--- config.mk ---
export PLATFORM = sky130hd
export DESIGN_NAME = crr_result_regs
export DESIGN_NICKNAME = d
export VERILOG_FILES = /design/src/hdl/crr_pkg.sv /design/src/hdl/crr_result_regs.sv
export SDC_FILE = /design/constraint.sdc
export NUM_CORES = 1
export LEC_CHECK = 0
export BUFFER_PORTS_ARGS = -buffer_cell sky130_fd_sc_hd__buf_4
export CORE_UTILIZATION = 65
export CTS_BUF_LIST = sky130_fd_sc_hd__clkbuf_8
export DETAILED_ROUTE_END_ITERATION = 10
export PLACE_DENSITY_LB_ADDON = 0.12
export SLEW_MARGIN = 10
export SYNTH_ARGS = -nofsm -noshare
export SYNTH_HDL_FRONTEND = slang
export SYNTH_SLANG_ARGS = --single-unit
--- constraint.sdc ---
create_clock -name core_clk_in -period 22.4 [get_ports core_clk_in]
set_input_delay 4.48 -clock core_clk_in [delete_from_list [all_inputs] [get_ports core_clk_in]]
set_output_delay 4.48 -clock core_clk_in [all_outputs]
set_load 0.01 [all_outputs]
--- src/hdl/crr_pkg.sv ---
// Overview of operation
// - Upper word bit 13 flags a channel watchdog timeout, cleared by read.
// - Upper word bit 12 flags a channel amplitude warning, cleared by read.
// - Channels 1 to 3 keep own flags at 0x02, 0x04, 0x06 as channel 0 does.
// - Upper bits 15:14 read 0; 11:0 hold the 12-bit result or bits 27:16.
// - Wide variants: the next odd word holds bits 15:0, read-only, reset 0.
package crr_pkg;

  localparam int CRR_NUM_CH = 4;
  localparam int CRR_RES_W = 28;

  // Register offsets (word pointer values)
  localparam logic [7:0] CRR_CH0_RESULT_UPPER = 8'h00;
  localparam logic [7:0] CRR_CH0_RESULT_LOWER = 8'h01;
  localparam logic [7:0] CRR_CH1_RESULT_UPPER = 8'h02;
  localparam logic [7:0] CRR_CH1_RESULT_LOWER = 8'h03;
  localparam logic [7:0] CRR_CH2_RESULT_UPPER = 8'h04;
  localparam logic [7:0] CRR_CH2_RESULT_LOWER = 8'h05;
  localparam logic [7:0] CRR_CH3_RESULT_UPPER = 8'h06;
  localparam logic [7:0] CRR_CH3_RESULT_LOWER = 8'h07;
  localparam logic [7:0] CRR_LAST_RESULT_REG = CRR_CH3_RESULT_LOWER;

  // Upper word field positions
  localparam int CRR_WD_BIT = 13;
  localparam int CRR_AW_BIT = 12;
  localparam int CRR_UPPER_DATA_MSB = 11;
  localparam int CRR_WIDE_SPLIT = 16;

  // Reset values
  localparam logic [15:0] CRR_WORD_RESET = 16'h0000;
  localparam logic [CRR_RES_W-1:0] CRR_VALUE_RESET = 28'h000_0000;

  // Target address: low pin selects the first, high pin the second
  localparam logic [6:0] CRR_TARGET_ADDR_LOW = 7'h2A;
  localparam logic [6:0] CRR_TARGET_ADDR_HIGH = 7'h2B;
  localparam logic [3:0] CRR_BITS_PER_BYTE = 4'h8;

  typedef enum logic [3:0] {
    CRR_ST_IDLE = 4'b0000,
    CRR_ST_ADDR = 4'b0001,
    CRR_ST_ADDR_ACK = 4'b0010,
    CRR_ST_PTR = 4'b0011,
    CRR_ST_PTR_ACK = 4'b0100,
    CRR_ST_WR = 4'b0101,
    CRR_ST_WR_ACK = 4'b0110,
    CRR_ST_RD = 4'b0111,
    CRR_ST_RD_ACK = 4'b1000
  } crr_state_t;

  // One conversion result from the converter core
  typedef struct packed {
    logic valid;
    logic watchdog_timeout;
    logic amplitude_warning;
    logic [CRR_RES_W-1:0] value;
  } crr_result_t;

  typedef struct packed {
    logic [2:0] scl_sync;
    logic [2:0] sda_sync;
    logic [1:0] addr_sync;
    crr_state_t state;
    logic [3:0] bit_cnt;
    logic [7:0] rx_shift;
    logic [15:0] tx_shift;
    logic byte_sel;
    logic read_mode;
    logic host_nack;
    logic [7:0] ptr;
    logic sda_oe;
    logic sda_o;
    logic [CRR_NUM_CH-1:0] watchdog_flag;
    logic [CRR_NUM_CH-1:0] amplitude_flag;
    logic [CRR_NUM_CH-1:0][CRR_RES_W-1:0] result_value;
    logic [CRR_NUM_CH-1:0][15:0] lower_hold;
  } crr_regs_t;

endpackage

--- src/hdl/crr_result_regs.sv ---
`timescale 1ns/10ps
module crr_result_regs #(
  parameter bit WIDE_RESULT = 1'b1
) (
  // Clock and reset
  input wire logic core_clk_in,
  input wire logic sys_rst_in,
  // Two-wire target pins
  input wire logic scl_in,
  input wire logic sda_in,
  output logic sda_out,
  output logic sda_oe_out,
  input wire logic addr_sel_in,
  // Results from the converter core
  input crr_pkg::crr_result_t [crr_pkg::CRR_NUM_CH-1:0] result_in
);

  crr_pkg::crr_regs_t r;
  crr_pkg::crr_regs_t nxt;
  logic [crr_pkg::CRR_NUM_CH-1:0][15:0] upper_word;
  logic [crr_pkg::CRR_NUM_CH-1:0][15:0] lower_live;

  ////////////////////////////////////////////////////////////////////////////
  genvar g;
  generate
    for (g = 0; g < crr_pkg::CRR_NUM_CH; g++) begin : g_chan
      always_comb begin
        upper_word[g] = crr_pkg::CRR_WORD_RESET;
        upper_word[g][crr_pkg::CRR_WD_BIT] = r.watchdog_flag[g];
        upper_word[g][crr_pkg::CRR_AW_BIT] = r.amplitude_flag[g];
        if (WIDE_RESULT) begin
          upper_word[g][crr_pkg::CRR_UPPER_DATA_MSB:0] =
            r.result_value[g][crr_pkg::CRR_RES_W-1:crr_pkg::CRR_WIDE_SPLIT];
          lower_live[g] =
            r.result_value[g][crr_pkg::CRR_WIDE_SPLIT-1:0];
        end else begin
          upper_word[g][crr_pkg::CRR_UPPER_DATA_MSB:0] =
            r.result_value[g][crr_pkg::CRR_UPPER_DATA_MSB:0];
          lower_live[g] = crr_pkg::CRR_WORD_RESET;
        end
      end
    end
  endgenerate

  ////////////////////////////////////////////////////////////////////////////
  always_comb begin
    logic scl_rise;
    logic scl_fall;
    logic start_seen;
    logic stop_seen;
    logic load_word;
    logic [7:0] load_ptr;
    logic [1:0] ch;
    logic [15:0] word;
    logic [crr_pkg::CRR_NUM_CH-1:0] clr_wd;
    logic [crr_pkg::CRR_NUM_CH-1:0] clr_aw;
    logic [6:0] my_addr;
    scl_rise = 1'b0;
    scl_fall = 1'b0;
    start_seen = 1'b0;
    stop_seen = 1'b0;
    load_word = 1'b0;
    load_ptr = r.ptr;
    ch = 2'b00;
    word = crr_pkg::CRR_WORD_RESET;
    clr_wd = '0;
    clr_aw = '0;
    my_addr = crr_pkg::CRR_TARGET_ADDR_LOW;
    nxt = r;

    // Stage 0 feeds only stage 1; edges come from stages 1 and 2
    nxt.scl_sync = {r.scl_sync[1:0], scl_in};
    nxt.sda_sync = {r.sda_sync[1:0], sda_in};
    nxt.addr_sync = {r.addr_sync[0], addr_sel_in};
    scl_rise = r.scl_sync[1] & ~r.scl_sync[2];
    scl_fall = ~r.scl_sync[1] & r.scl_sync[2];
    start_seen = r.scl_sync[1] & r.scl_sync[2] &
                 ~r.sda_sync[1] & r.sda_sync[2];
    stop_seen = r.scl_sync[1] & r.scl_sync[2] &
                r.sda_sync[1] & ~r.sda_sync[2];
    if (r.addr_sync[1]) begin
      my_addr = crr_pkg::CRR_TARGET_ADDR_HIGH;
    end

    if (start_seen) begin
      nxt.state = crr_pkg::CRR_ST_ADDR;
      nxt.bit_cnt = 4'h0;
      nxt.sda_oe = 1'b0;
    end else if (stop_seen) begin
      nxt.state = crr_pkg::CRR_ST_IDLE;
      nxt.sda_oe = 1'b0;
    end else begin
      case (r.state)
        crr_pkg::CRR_ST_ADDR, crr_pkg::CRR_ST_PTR,
        crr_pkg::CRR_ST_WR: begin
          if (scl_rise) begin
            nxt.rx_shift = {r.rx_shift[6:0], r.sda_sync[1]};
            nxt.bit_cnt = r.bit_cnt + 4'h1;
          end else if (scl_fall &&
                       r.bit_cnt == crr_pkg::CRR_BITS_PER_BYTE) begin
            nxt.sda_oe = 1'b1;
            if (r.state == crr_pkg::CRR_ST_ADDR) begin
              if (r.rx_shift[7:1] == my_addr) begin
                nxt.read_mode = r.rx_shift[0];
                nxt.state = crr_pkg::CRR_ST_ADDR_ACK;
              end else begin
                nxt.sda_oe = 1'b0;
                nxt.state = crr_pkg::CRR_ST_IDLE;
              end
            end else if (r.state == crr_pkg::CRR_ST_PTR) begin
              nxt.ptr = r.rx_shift;
              nxt.state = crr_pkg::CRR_ST_PTR_ACK;
            end else begin
              // All words here are read-only: data is acked and dropped
              nxt.state = crr_pkg::CRR_ST_WR_ACK;
            end
          end
        end
        crr_pkg::CRR_ST_ADDR_ACK: begin
          if (scl_fall) begin
            nxt.bit_cnt = 4'h0;
            if (r.read_mode) begin
              load_word = 1'b1;
              nxt.state = crr_pkg::CRR_ST_RD;
            end else begin
              nxt.sda_oe = 1'b0;
              nxt.state = crr_pkg::CRR_ST_PTR;
            end
          end
        end
        crr_pkg::CRR_ST_PTR_ACK, crr_pkg::CRR_ST_WR_ACK: begin
          if (scl_fall) begin
            nxt.bit_cnt = 4'h0;
            nxt.sda_oe = 1'b0;
            nxt.state = crr_pkg::CRR_ST_WR;
          end
        end
        crr_pkg::CRR_ST_RD: begin
          if (scl_rise) begin
            nxt.bit_cnt = r.bit_cnt + 4'h1;
          end else if (scl_fall) begin
            nxt.tx_shift = {r.tx_shift[14:0], 1'b0};
            if (r.bit_cnt == crr_pkg::CRR_BITS_PER_BYTE) begin
              nxt.sda_oe = 1'b0;
              nxt.state = crr_pkg::CRR_ST_RD_ACK;
            end else begin
              nxt.sda_oe = ~r.tx_shift[14];
            end
          end
        end
        crr_pkg::CRR_ST_RD_ACK: begin
          if (scl_rise) begin
            nxt.host_nack = r.sda_sync[1];
          end else if (scl_fall) begin
            nxt.bit_cnt = 4'h0;
            if (r.host_nack) begin
              // Host is done; wait for stop or repeated start
              nxt.state = crr_pkg::CRR_ST_IDLE;
            end else if (r.byte_sel) begin
              load_word = 1'b1;
              load_ptr = r.ptr + 8'h01;
              nxt.ptr = load_ptr;
              nxt.state = crr_pkg::CRR_ST_RD;
            end else begin
              nxt.byte_sel = 1'b1;
              nxt.sda_oe = ~r.tx_shift[15];
              nxt.state = crr_pkg::CRR_ST_RD;
            end
          end
        end
        default: begin
          nxt.sda_oe = 1'b0;
        end
      endcase
    end

    // Word fetch; a fetched upper word is the read that clears its flags
    if (load_word) begin
      ch = load_ptr[2:1];
      if (load_ptr <= crr_pkg::CRR_LAST_RESULT_REG) begin
        if (load_ptr[0]) begin
          word = r.lower_hold[ch];
        end else begin
          word = upper_word[ch];
          clr_wd[ch] = 1'b1;
          clr_aw[ch] = 1'b1;
          nxt.lower_hold[ch] = lower_live[ch];
        end
      end
      nxt.tx_shift = word;
      nxt.byte_sel = 1'b0;
      nxt.sda_oe = ~word[15];
    end

    // New results; a flag raised in its clearing cycle survives
    for (int c = 0; c < crr_pkg::CRR_NUM_CH; c++) begin
      nxt.watchdog_flag[c] = (r.watchdog_flag[c] & ~clr_wd[c]) |
        (result_in[c].valid & result_in[c].watchdog_timeout);
      nxt.amplitude_flag[c] = (r.amplitude_flag[c] & ~clr_aw[c]) |
        (result_in[c].valid & result_in[c].amplitude_warning);
      if (result_in[c].valid) begin
        nxt.result_value[c] = result_in[c].value;
      end
    end
    nxt.sda_o = 1'b0;
  end

  ////////////////////////////////////////////////////////////////////////////
  always_ff @(posedge core_clk_in or posedge sys_rst_in) begin
    if (sys_rst_in) begin
      r <= '0;
      r.scl_sync <= 3'b111;
      r.sda_sync <= 3'b111;
      r.state <= crr_pkg::CRR_ST_IDLE;
      for (int c = 0; c < crr_pkg::CRR_NUM_CH; c++) begin
        r.result_value[c] <= crr_pkg::CRR_VALUE_RESET;
        r.lower_hold[c] <= crr_pkg::CRR_WORD_RESET;
      end
    end else begin
      r <= nxt;
    end
  end

  // Open drain: the pin is only ever pulled low
  assign sda_out = r.sda_o;
  assign sda_oe_out = r.sda_oe;

endmodule // crr_result_regs

Word-level counts from Yosys, hierarchy flattened
Cells that the tools add are included.
{"block": "op_classes", "addsub": 2, "n_lt_le_gt_ge": 3, "eq_ne": 48, "muxes": 92, "bitwise": 46, "reduce_logical": 20}
{"operator": "16-bit two-way mux", "count": 10}
{"operator": "8-bit two-way mux", "count": 15}
{"operator": "16-bit binary-select mux with 2-bit select", "count": 3}
{"operator": "64-bit bitwise mux", "count": 1}
{"operator": "5-bit != test (second input constant)", "count": 11}
{"operator": "9-bit two-way mux", "count": 5}
{"operator": "4-bit two-way mux", "count": 11}
{"operator": "8-bit case mux with 5 select lines", "count": 1}
{"operator": "39-bit two-way mux", "count": 1}
{"operator": "4-bit != test (second input constant)", "count": 9}
{"operator": "1-bit two-way mux", "count": 33}
{"operator": "16-bit demux with 2-bit select", "count": 1}
{"operator": "27-bit two-way mux", "count": 1}
{"operator": "1-bit AND", "count": 23}
{"operator": "10-bit AND reduction", "count": 2}
{"operator": "3-bit != test (second input constant)", "count": 6}
{"operator": "17-bit two-way mux", "count": 1}
{"operator": "4-bit by 3-bit equality test with 1-bit output (second input constant)", "count": 4}
{"operator": "2-bit != test (second input constant)", "count": 8}
{"operator": "8-bit case mux with 2 select lines", "count": 1}
{"operator": "1-bit inverter", "count": 15}
{"operator": "12-bit two-way mux", "count": 1}
{"operator": "11-bit AND reduction", "count": 1}
{"operator": "8-bit by 1-bit adder with 8-bit output (second input constant)", "count": 1}
{"operator": "other kinds (27)", "count": 46}
{"block": "totals", "ff_bits": 236, "in_bits": 129}

Depth between registers and ports, before layout
Gate-level depths: netlist (run 1).
{"block": "logic_depth", "ltp_word": 18, "depth_mapped": 11, "depth_no_buf": 8}

Least setup slack after synthesis (run 1)
No wires, ideal clock.
{"block": "synth_timing", "path_type": "input port to flip-flop", "from": "in result_in[30] in the netlist's numbering", "to": "reg r, in the netlist lower_live[0]", "arrival_ns": 5.162, "required_time_ns": 22.275, "path_slack_ns": 17.113, "stages": 2, "cell_sequence": "clkbuf_1 mux2_2"}
{"item": "start: declaration", "line": "crr_result_regs.sv:15", "text": "input crr_pkg::crr_result_t [crr_pkg::CRR_NUM_CH-1:0] result_in"}
{"item": "end signal: assignment", "line": "crr_result_regs.sv:220", "text": "r <= nxt;"}
{"item": "end: declaration", "line": "crr_result_regs.sv:18", "text": "crr_pkg::crr_regs_t r;"}
No word-level cell between the ends.

==> results of run 1 <==
==> worst reg2reg max path, stage by stage (launching register included) <==
cell     delay [ns]
dfrtp_1        0.52
or4b_1         0.87
or4_4          0.76
nand2_1        0.60
buf_4          0.47
mux4_2         0.47
mux2_2         0.29
==> where the power goes <==
group / total, uW / switching (uW) / internal [uW]
combinational: 403 / 232 / 171
sequential: 530 / 52.5 / 478
clock: 348 / 165 / 183
total: 1280 / 450 / 832
==> path summary, 6_finish.rpt <==
path / end / slack, ns / depth (start not counted)
setup / recovery: lower_live[10] / 16.55 / 3
setup reg to reg: r[34] / 18.29 / 6
hold reg to reg: nxt[233] / 0.36 / 0
hold / removal: nxt[233] / 0.36 / 0
min in group asynchronous: lower_live[60] / 4.15 / 2
max in group core_clk_in: sda_oe_out / 16.82 / 1
==> metal layers <==
metal  up-vias  wire (um)  GRT usage [%]
met5         -          0              0
met4         0        546           12.2
met3        53       1830           5.69
met2       314      12900           50.9
met1      4000      11200           43.6
li1       3477          -              -
==> cell families after synthesis <==
group	Yosys count	share of synthesized area, %
AO/OA/AOI/OAI	165	10.6
XOR/XNOR	7	0.560
adder cells (fa/ha/maj)	3	0.343
AND/OR/NAND/NOR	162	7.83
multiplexers	214	23.8
buffers and inverters	73	2.90
flip-flops	236	54.0
other	1	0.0342
==> cell usage in the layout, fill, tap and decap left out, types with 9 or more instances in the layout <==
| master | synthesis | final |
|---|---|---|
| clkbuf_8 | 0 | 42 |
| inv_1 | 11 | 31 |
| o21ai_0 | 25 | 25 |
| mux2_2 | 187 | 187 |
| nand2_1 | 32 | 32 |
| a21oi_1 | 34 | 32 |
| nor2_1 | 21 | 21 |
| mux2i_1 | 9 | 9 |
| mux4_2 | 18 | 18 |
| a22o_1 | 11 | 11 |
| a211oi_1 | 13 | 13 |
| buf_4 | 2 | 139 |
| dfrtp_1 | 230 | 230 |
| o32a_1 | 13 | 13 |
| o22ai_1 | 10 | 10 |
| nand3_1 | 14 | 14 |
| nor3_1 | 32 | 32 |
| and3_1 | 24 | 24 |
| o221ai_1 | 26 | 26 |
==> synthesized netlist by cell type (all sizes together) (2+ instances only) <==
| library cell | count | share of area (%) |
|---|---|---|
| mux4 | 18 | 3.7 |
| nand4 | 6 | 0.34 |
| o31ai | 3 | 0.21 |
| dfstp | 6 | 1.4 |
| inv | 11 | 0.38 |
| and3 | 24 | 1.4 |
| o21ai | 29 | 1.3 |
| clkbuf | 44 | 1.5 |
| nand2b | 5 | 0.29 |
| o221ai | 26 | 2.1 |
| a21o | 3 | 0.21 |
| nor2b | 5 | 0.29 |
| mux2 | 187 | 19 |
| nand3 | 14 | 0.64 |
| a21oi | 34 | 1.6 |
| a21boi | 3 | 0.21 |
| a22o | 11 | 0.88 |
| a31oi | 3 | 0.17 |
| xor2 | 4 | 0.32 |
| and4 | 2 | 0.16 |
| nand3b | 6 | 0.41 |
| buf | 18 | 1.0 |
| and2 | 3 | 0.17 |
| dfrtp | 230 | 53 |
| xnor2 | 3 | 0.24 |
| o211ai | 3 | 0.21 |
| nor3 | 32 | 1.5 |
| a211oi | 13 | 0.89 |
| a31o | 3 | 0.24 |
| mux2i | 9 | 0.82 |
| nor3b | 2 | 0.14 |
| nand2 | 32 | 1.1 |
| o32a | 13 | 1.2 |
| or4 | 3 | 0.24 |
| a32oi | 2 | 0.16 |
| a2111oi | 4 | 0.32 |
| o22ai | 10 | 0.57 |
| ha | 3 | 0.34 |
| nor2 | 21 | 0.72 |
==> stage by stage <==
stage | hold slack (ns) | setup WS, ns | cells | power (uW) | util [%]
after detailed placement | 0.353 | 15.93 | 1158 | 932 | 72.8
final | 0.363 | 16.55 | 1224 | 1280 | 77.0
after global placement | 0.339 | 16.02 | 1158 | 914 | 72.8
after CTS | 0.363 | 16.48 | 1224 | 1280 | 77.0
after floorplan | 0.331 | 11.46 | 861 | 807 | -
after global routing | 0.369 | 16.16 | 1224 | 1350 | 77.0
==> area by class of cell <==
cell class,count,area (um^2),area share (%)
sequential,236,5910,46.4
multi-input combinational,552,4750,37.3
timing repair buffer,139,1040,8.20
clock buffer,42,578,4.54
tap,220,275,2.16
clock inverter,24,123,0.963
inverter,11,48.8,0.383
==> sequential cells by signal, indices dropped and copies added, names as in the netlist <==
register	count
lower_live	64
nxt	5
r	166
sda_oe_out	1
==> results.cfg, run 1 <==
[power_and_ir_drop]
power_density_nw_per_um2 = 101
power_leakage_uw = 0.00578
ir_worst_vdd_uv = 71.3

[route]
firstDrtPassIters = 5
final_antenna_net_count = 0
vias_per_cell = 6.41
routed_wl_um = 26400
dr_total_vias = 7844
post_drt_wl_per_cell_um = 21.6
drt_iter0_drc = 569
drc = 0

[setup_path]
cp_max_fo = 150
crit_required_ns = 22.89
cp-end-kind = async pin
rr_startpoint = r[225]
critPathBufInv = 3
critPathMostFrequentCell = buf_4
crit_path_start = sys_rst_in
start_kind = primary input
crit_chain = buf_4, inv_8, buf_4
crit_type = in2async
cp_slowest_stage_delay_ns = 0.96
cp.arrival_ns = 6.35
crit_slowest_cell = buf_4
crit_family = buffers and inverters

[floorplanning]
die_h_um = 132
core-area_um2 = 16500
rows = 47
initial_core_util_pct = 66.3
die-area_um2 = 17400
dieWidth_um = 132
io_pins = 131

[timing]
post-route-period-util_pct = 26.1
relSlewSlack_pct = 23.5
worst_pin_slew_ns = 1.14
setup_tns_ns = 0
fin_crit_ns = 5.85
drv_slew = 0
hold_viol = 0
finalClockSkew_ns = 0.0116
rsz0062_at_grt = no
setup_viol = 0
max_freq_mhz = 171

[logic_synthesis]
synth-edff-count = 0
syn_area_um2 = 11000
synthArstFlopShare_pct = 100
ys_warn_count = 0
ys_seq_elements = 236
synth_cell_types = 58
synthCells = 861
yosysSeqAreaShare_pct = 54.0
syn_avg_cell_area_um2 = 12.7
syn_nets = 993
ys.flop_type = dfrtp_1

[clock_tree]
cts_buffers = 38
cts-root-buf = clkbuf_8
clk_latency_ns = 0.53
cts_tree = yes
clk_pin_slew_ns = 0.06
post_cts_resized = 0
cts_setup_buffers = 0
hold_buffers = 0
clock-sinks = 236
clockBufferDepth = 3
h-tree-depth = 2

[min_path]
min_path_type = reg2reg
holdCritStartpoint = nxt[232]

[global_routing]
grt_max_degree = 151
grt_pass1_wl_um = 43100
grt_pass1_vias = 8279
antenna_found_initial = 0
grt.total_usage_pct = 31.7
grt-ovfl-total = 0

[cells_and_area]
syn_to_final_growth_pct = 16.2
fill_cells = 1050
drive_gt1_share_pct = 40.4
fin_nets = 1110
antenna_cells = 0
post-route-cell-area_um2 = 12700

[placed_design]
portBuffers = 129
placed_area_um2 = 12000
globalplace.congestion = 0.932
dp.final_hpwl_um = 17100

[flow_run]
cap_violations = 0

[run_status]
status = complete, no violations
No activity file was read; power rests on OpenSTA's default activity.
==> inputs of run 2 (changes only) <==
- ABC_AREA: not set -> 1
- CORE_UTILIZATION: 65 -> 61
- clock period: 22.4 -> 5.9 ns (I/O delays scaled with it)
==> results.cfg, run 2 <==
[global_routing]
grt_pass1_wl_um = 46600
antenna_found_initial = 0
grt-ovfl-total = 0
grt_pass1_vias = 9471
grt_max_degree = 183
grt.total_usage_pct = 29.7

[floorplanning]
rows = 50
die_h_um = 140
die-area_um2 = 19500
core-area_um2 = 18600
dieWidth_um = 140
initial_core_util_pct = 62.1
io_pins = 131

[flow_run]
cap_violations = 0

[placed_design]
portBuffers = 129
globalplace.congestion = 0.888
dp.final_hpwl_um = 18600

[cells_and_area]
regMostFlops = r
drive_gt1_share_pct = 16.8
antenna_cells = 0
final_cell_mix = nand2_1 (581), dfrtp_1 (230), inv_1 (161), buf_4 (136), o21ai_0 (120)
largest_register_ffs = 166
fin_nets = 1719
final_common_cell = nand2_1
syn_to_final_growth_pct = 16.3
fill_cells = 1533

[setup_path]
crit_required_ns = 6.31
start_kind = flop
cp.arrival_ns = 3.93
crit_slowest_cell = buf_4
crit_type = reg2reg
cp-end-kind = flop
crit_chain = ha_1, nand2_1, nand2_1, nand3_2, buf_4, nand2_2, buf_4, nor2_4, nand3_2, inv_2, o21ai_0
cp_max_fo = 65
cp_slowest_stage_delay_ns = 0.46

[logic_synthesis]
synth_cell_types = 41
syn_nets = 1606
ys.flop_type = dfrtp_1
synth.area.top_cells = dfrtp_1 (50%), nand2_1 (19%), o21ai_0 (5.2%)
synth-edff-count = 0
yosysSeqAreaShare_pct = 51.1
synthArstFlopShare_pct = 100
synthCells = 1474
ys_warn_count = 0
ys_top_cells_by_count = nand2_1 (581), dfrtp_1 (230), inv_1 (143)
syn_area_um2 = 11600
ys_seq_elements = 236
yosysTopAreaCellShare_pct = 49.7
synth_most_common_cell = nand2_1
synth_top_area_cell = dfrtp_1
syn_avg_cell_area_um2 = 7.85

[route]
drc = 0
post_drt_wl_per_cell_um = 15.1
final_antenna_net_count = 0
dr_total_vias = 9982
vias_per_cell = 5.39
drt_iter0_drc = 903
firstDrtPassIters = 5
routed_wl_um = 28000

[timing]
holdWs_ns = 0.347
worst_pin_slew_ns = 1.06
setup_tns_ns = 0
relSlewSlack_pct = 29.1
finalClockSkew_ns = 0.0283
fin_crit_ns = 3.52
drv_slew = 0
post-route-period-util_pct = 59.7
hold_viol = 0
setup_viol = 0
max_freq_mhz = 284
rsz0062_at_grt = no

[power_and_ir_drop]
ir_worst_vdd_uv = 254
power_density_nw_per_um2 = 374
power_leakage_uw = 0.00705

[clock_tree]
post_cts_resized = 0
h-tree-depth = 2
clk_pin_slew_ns = 0.06
clk_latency_ns = 0.55
cts-root-buf = clkbuf_8
cts_buffers = 41
cts_setup_buffers = 0
cts_tree = yes
clockBufferDepth = 3
clock-sinks = 236
hold_buffers = 0

[min_path]
min_path_type = reg2reg

[run_status]
status = complete, no violations
-- run 2: final timing paths --
path / startpoint / end / slack, ns / cells past startpoint
hold / removal: nxt[230] / r[230] / 0.35 / 0
setup reg to reg: r[186] / r[9] / 2.38 / 11
min in group asynchronous: sys_rst_in / r[138] / 0.86 / 3
setup / recovery: r[186] / r[9] / 2.38 / 11
max in group asynchronous: sys_rst_in / lower_live[12] / 4.25 / 3
hold reg to reg: nxt[230] / r[230] / 0.35 / 0
-- run 2: metal layers --
metal / track usage [%] / routed length, um / vias up
met5: 0 / 0 / -
met4: 9.43 / 640 / 0
met3: 4.68 / 1730 / 52
met2: 47.3 / 13000 / 379
met1: 41.7 / 12600 / 4678
li1: - / - / 4873
-- run 2: where the power goes --
group	leakage [uW]	internal, uW	switching [uW]
clock	0.000504	859	667
sequential	0.00297	1800	117
combinational	0.00358	500	1090
total	0.00705	3160	1870
-- run 2: worst max-delay path: cells and delay by family, from the launching register on --
| family | cells | cell delay (ns) |
|---|---|---|
| adder cells (fa/ha/maj) | 1 | 0.31 |
| buffers and inverters | 3 | 1.27 |
| AO/OA/AOI/OAI | 1 | 0.15 |
| flip-flops | 1 | 0.43 |
| AND/OR/NAND/NOR | 6 | 1.18 |
-- run 2: cell type report --
class / instances / area (um^2) / share of cell area (%)
Clock buffer: 54 / 743 / 5.52
Clock inverter: 21 / 109 / 0.809
Inverter: 157 / 593 / 4.41
Multi-Input combinational cell: 1014 / 4760 / 35.4
Sequential cell: 236 / 5910 / 43.9
Tap cell: 234 / 293 / 2.18
Timing Repair Buffer: 137 / 1040 / 7.74
-- run 2: cell families after synthesis --
logic type | after synthesis | synth area share, %
buffers and inverters | 224 | 7.72
DFF | 236 | 51.1
AOI/OAI and AO/OA | 211 | 9.81
adders and majority gates | 3 | 0.324
other | 1 | 0.0324
muxes | 40 | 3.89
and+or+nand+nor | 758 | 27.0
xor gates and xnor gates | 1 | 0.0757
-- run 2: stage by stage --
step	setup slack, ns	utilization [%]	std cells	total power (uW)	cell area, um^2
finish	2.38	72.2	1853	5030	13500
global placement	2.49	67.6	1778	3500	12600
detailed placement	2.39	67.6	1778	3520	12600
CTS	2.38	72.2	1853	5050	13500
floorplan	1.63	-	1474	3080	11600
global route	2.02	72.2	1853	5360	13500
==> inputs of run 3 (changes only) <==
- CORE_UTILIZATION: 61 -> 55
- clock period: 5.9 -> 3.14 ns (I/O delays scaled with it)
==> results.cfg, run 3 (synthesized netlist as in run 2, its figures left out) <==
[placed_design]
dp.final_hpwl_um = 19600
dp.cells = 1827
globalplace.congestion = 0.910
portBuffers = 129

[floorplanning]
io_pins = 131
rows = 52
die_h_um = 147
initial_core_util_pct = 56.6
core-area_um2 = 20400
die-area_um2 = 21600
dieWidth_um = 147

[route]
dr_total_vias = 9944
post_drt_wl_per_cell_um = 15.1
drt_iter0_drc = 725
final_antenna_net_count = 0
firstDrtPassIters = 5
drc = 0
vias_per_cell = 5.25
routed_wl_um = 28600

[timing]
holdWs_ns = 0.188
drv_slew = 0
finalClockSkew_ns = 0.0253
fin_crit_ns = 2.68
rsz0062_at_grt = no
max_freq_mhz = 373
worst_pin_slew_ns = 1.05
setup_viol = 0
post-route-period-util_pct = 85.4
relSlewSlack_pct = 29.9
hold_viol = 0

[setup_path]
crit_type = reg2reg
start_kind = flop
rr_worst_depth = 13
cp_max_fo = 18
rr_startpoint = r[227]
cp.arrival_ns = 3.09
r2r_end = r[177]
cp-end-kind = flop
reg2reg_slack_ns = 0.46
cp-endpoint = r[177]
crit_path_start = r[227]
crit_required_ns = 3.55

[global_routing]
grt_pass1_vias = 9871
grt-ovfl-total = 0
grt_pass1_wl_um = 48300
antenna_found_initial = 0
grt_max_degree = 111
grt.total_usage_pct = 27.8

[power_and_ir_drop]
comb_power_share_pct = 33.0
p_sw_uw = 3510
p_int_uw = 5710
p_sw_share_pct = 38.0
p_seq_share_pct = 39.1
power_leakage_uw = 0.00706
power_density_nw_per_um2 = 684
ir_worst_vdd_uv = 508
clkPwrFrac_pct = 27.9

[cells_and_area]
syn_to_final_growth_pct = 16.6
fill_cells = 1814
final_cell_mix = nand2_1 (581), dfrtp_1 (230), inv_1 (161), buf_4 (149), o21ai_0 (120)
antenna_cells = 0
final_common_cell = nand2_1
final_cells = 1895
regMostFlops = r
drive_gt1_share_pct = 17.1
fin_nets = 1731
largest_register_ffs = 166

[clock_tree]
cts_setup_buffers = 0
hold_buffers = 0
cts_buffers = 40
clk_pin_slew_ns = 0.06
cts-root-buf = clkbuf_8
clk_latency_ns = 0.55
clockBufferDepth = 3
cts_tree = yes
h-tree-depth = 2
post_cts_resized = 0
clock-sinks = 236

[min_path]
min_path_type = in2reg

[flow_run]
cap_violations = 0

[run_status]
status = complete, no violations
-- run 3: cell types whose count changed in the layout (fill, tap and decap cells not counted), sizes merged --
cell / delta
buf: +13
clkinvlp: -1
inv: +1
bufinv: -1
clkinv: +1
clkbuf: -7
-- run 3: metrics by stage --
stage	utilization (%)	setup slack, ns	setup TNS, ns	area, um^2	power (uW)
3_5_place_dp	62.4	0.437	0	12700	6680
4_1_cts	66.0	0.468	0	13500	9270
3_3_place_gp	62.4	0.561	0	12700	6640
2_1_floorplan	-	-0.575	-132.25	11600	5790
5_1_grt	66.0	0.193	0	13500	9850
6_report	66.0	0.459	0	13500	9220
-- run 3: how the worst min path moves through the flow --
stage | from | endpoint | slack (ns) | depth (start not counted)
floorplan | nxt[230] | r[230] | 0.33 | 0
global placement | nxt[230] | r[230] | 0.34 | 0
detailed placement | nxt[230] | r[230] | 0.34 | 0
CTS | scl_in | nxt[235] | 0.17 | 1
global route | scl_in | nxt[235] | 0.17 | 1
finish | scl_in | nxt[235] | 0.19 | 1
-- run 3: final cells by class --
class                   instances  area [um^2]  share of cell area [%]
clock inverters                21         96.3                   0.714
well taps                     270          338                    2.50
repair buffers                150         1140                    8.44
multi-input cells            1014         4760                    35.3
clock buffers                  47          647                    4.80
inverters                     157          593                    4.40
flip-flops and latches        236         5910                    43.8
-- run 3: worst max-delay path, cell delays in order, from the launching register on --
cell and delay [ns]:
dfrtp_1 0.41, inv_2 0.09, nand2_2 0.12, nor2_8 0.25, nand2_4 0.15, nand2_1 0.11, o21ai_2 0.07, inv_2 0.24
nand2_2 0.17, inv_2 0.13, nand2_1 0.09, nor2_4 0.36, buf_4 0.27, o21ai_0 0.09
-- run 3: layer usage --
metal	up-vias	track usage [%]	wire [um]
li1	4900	-	-
met1	4735	38.4	13000
met2	267	45.1	13600
met3	42	4.01	1420
met4	0	9.18	589
met5	-	0	0
-- run 3: power groups by stage --
stage | combinational, uW | clock, uW | sequential, uW
after floorplan | 2200 | 0 | 3590
after global placement | 3000 | 0 | 3650
after detailed placement | 3020 | 0 | 3660
after CTS | 3040 | 2630 | 3610
after global routing | 3450 | 2760 | 3650
final | 3040 | 2570 | 3610
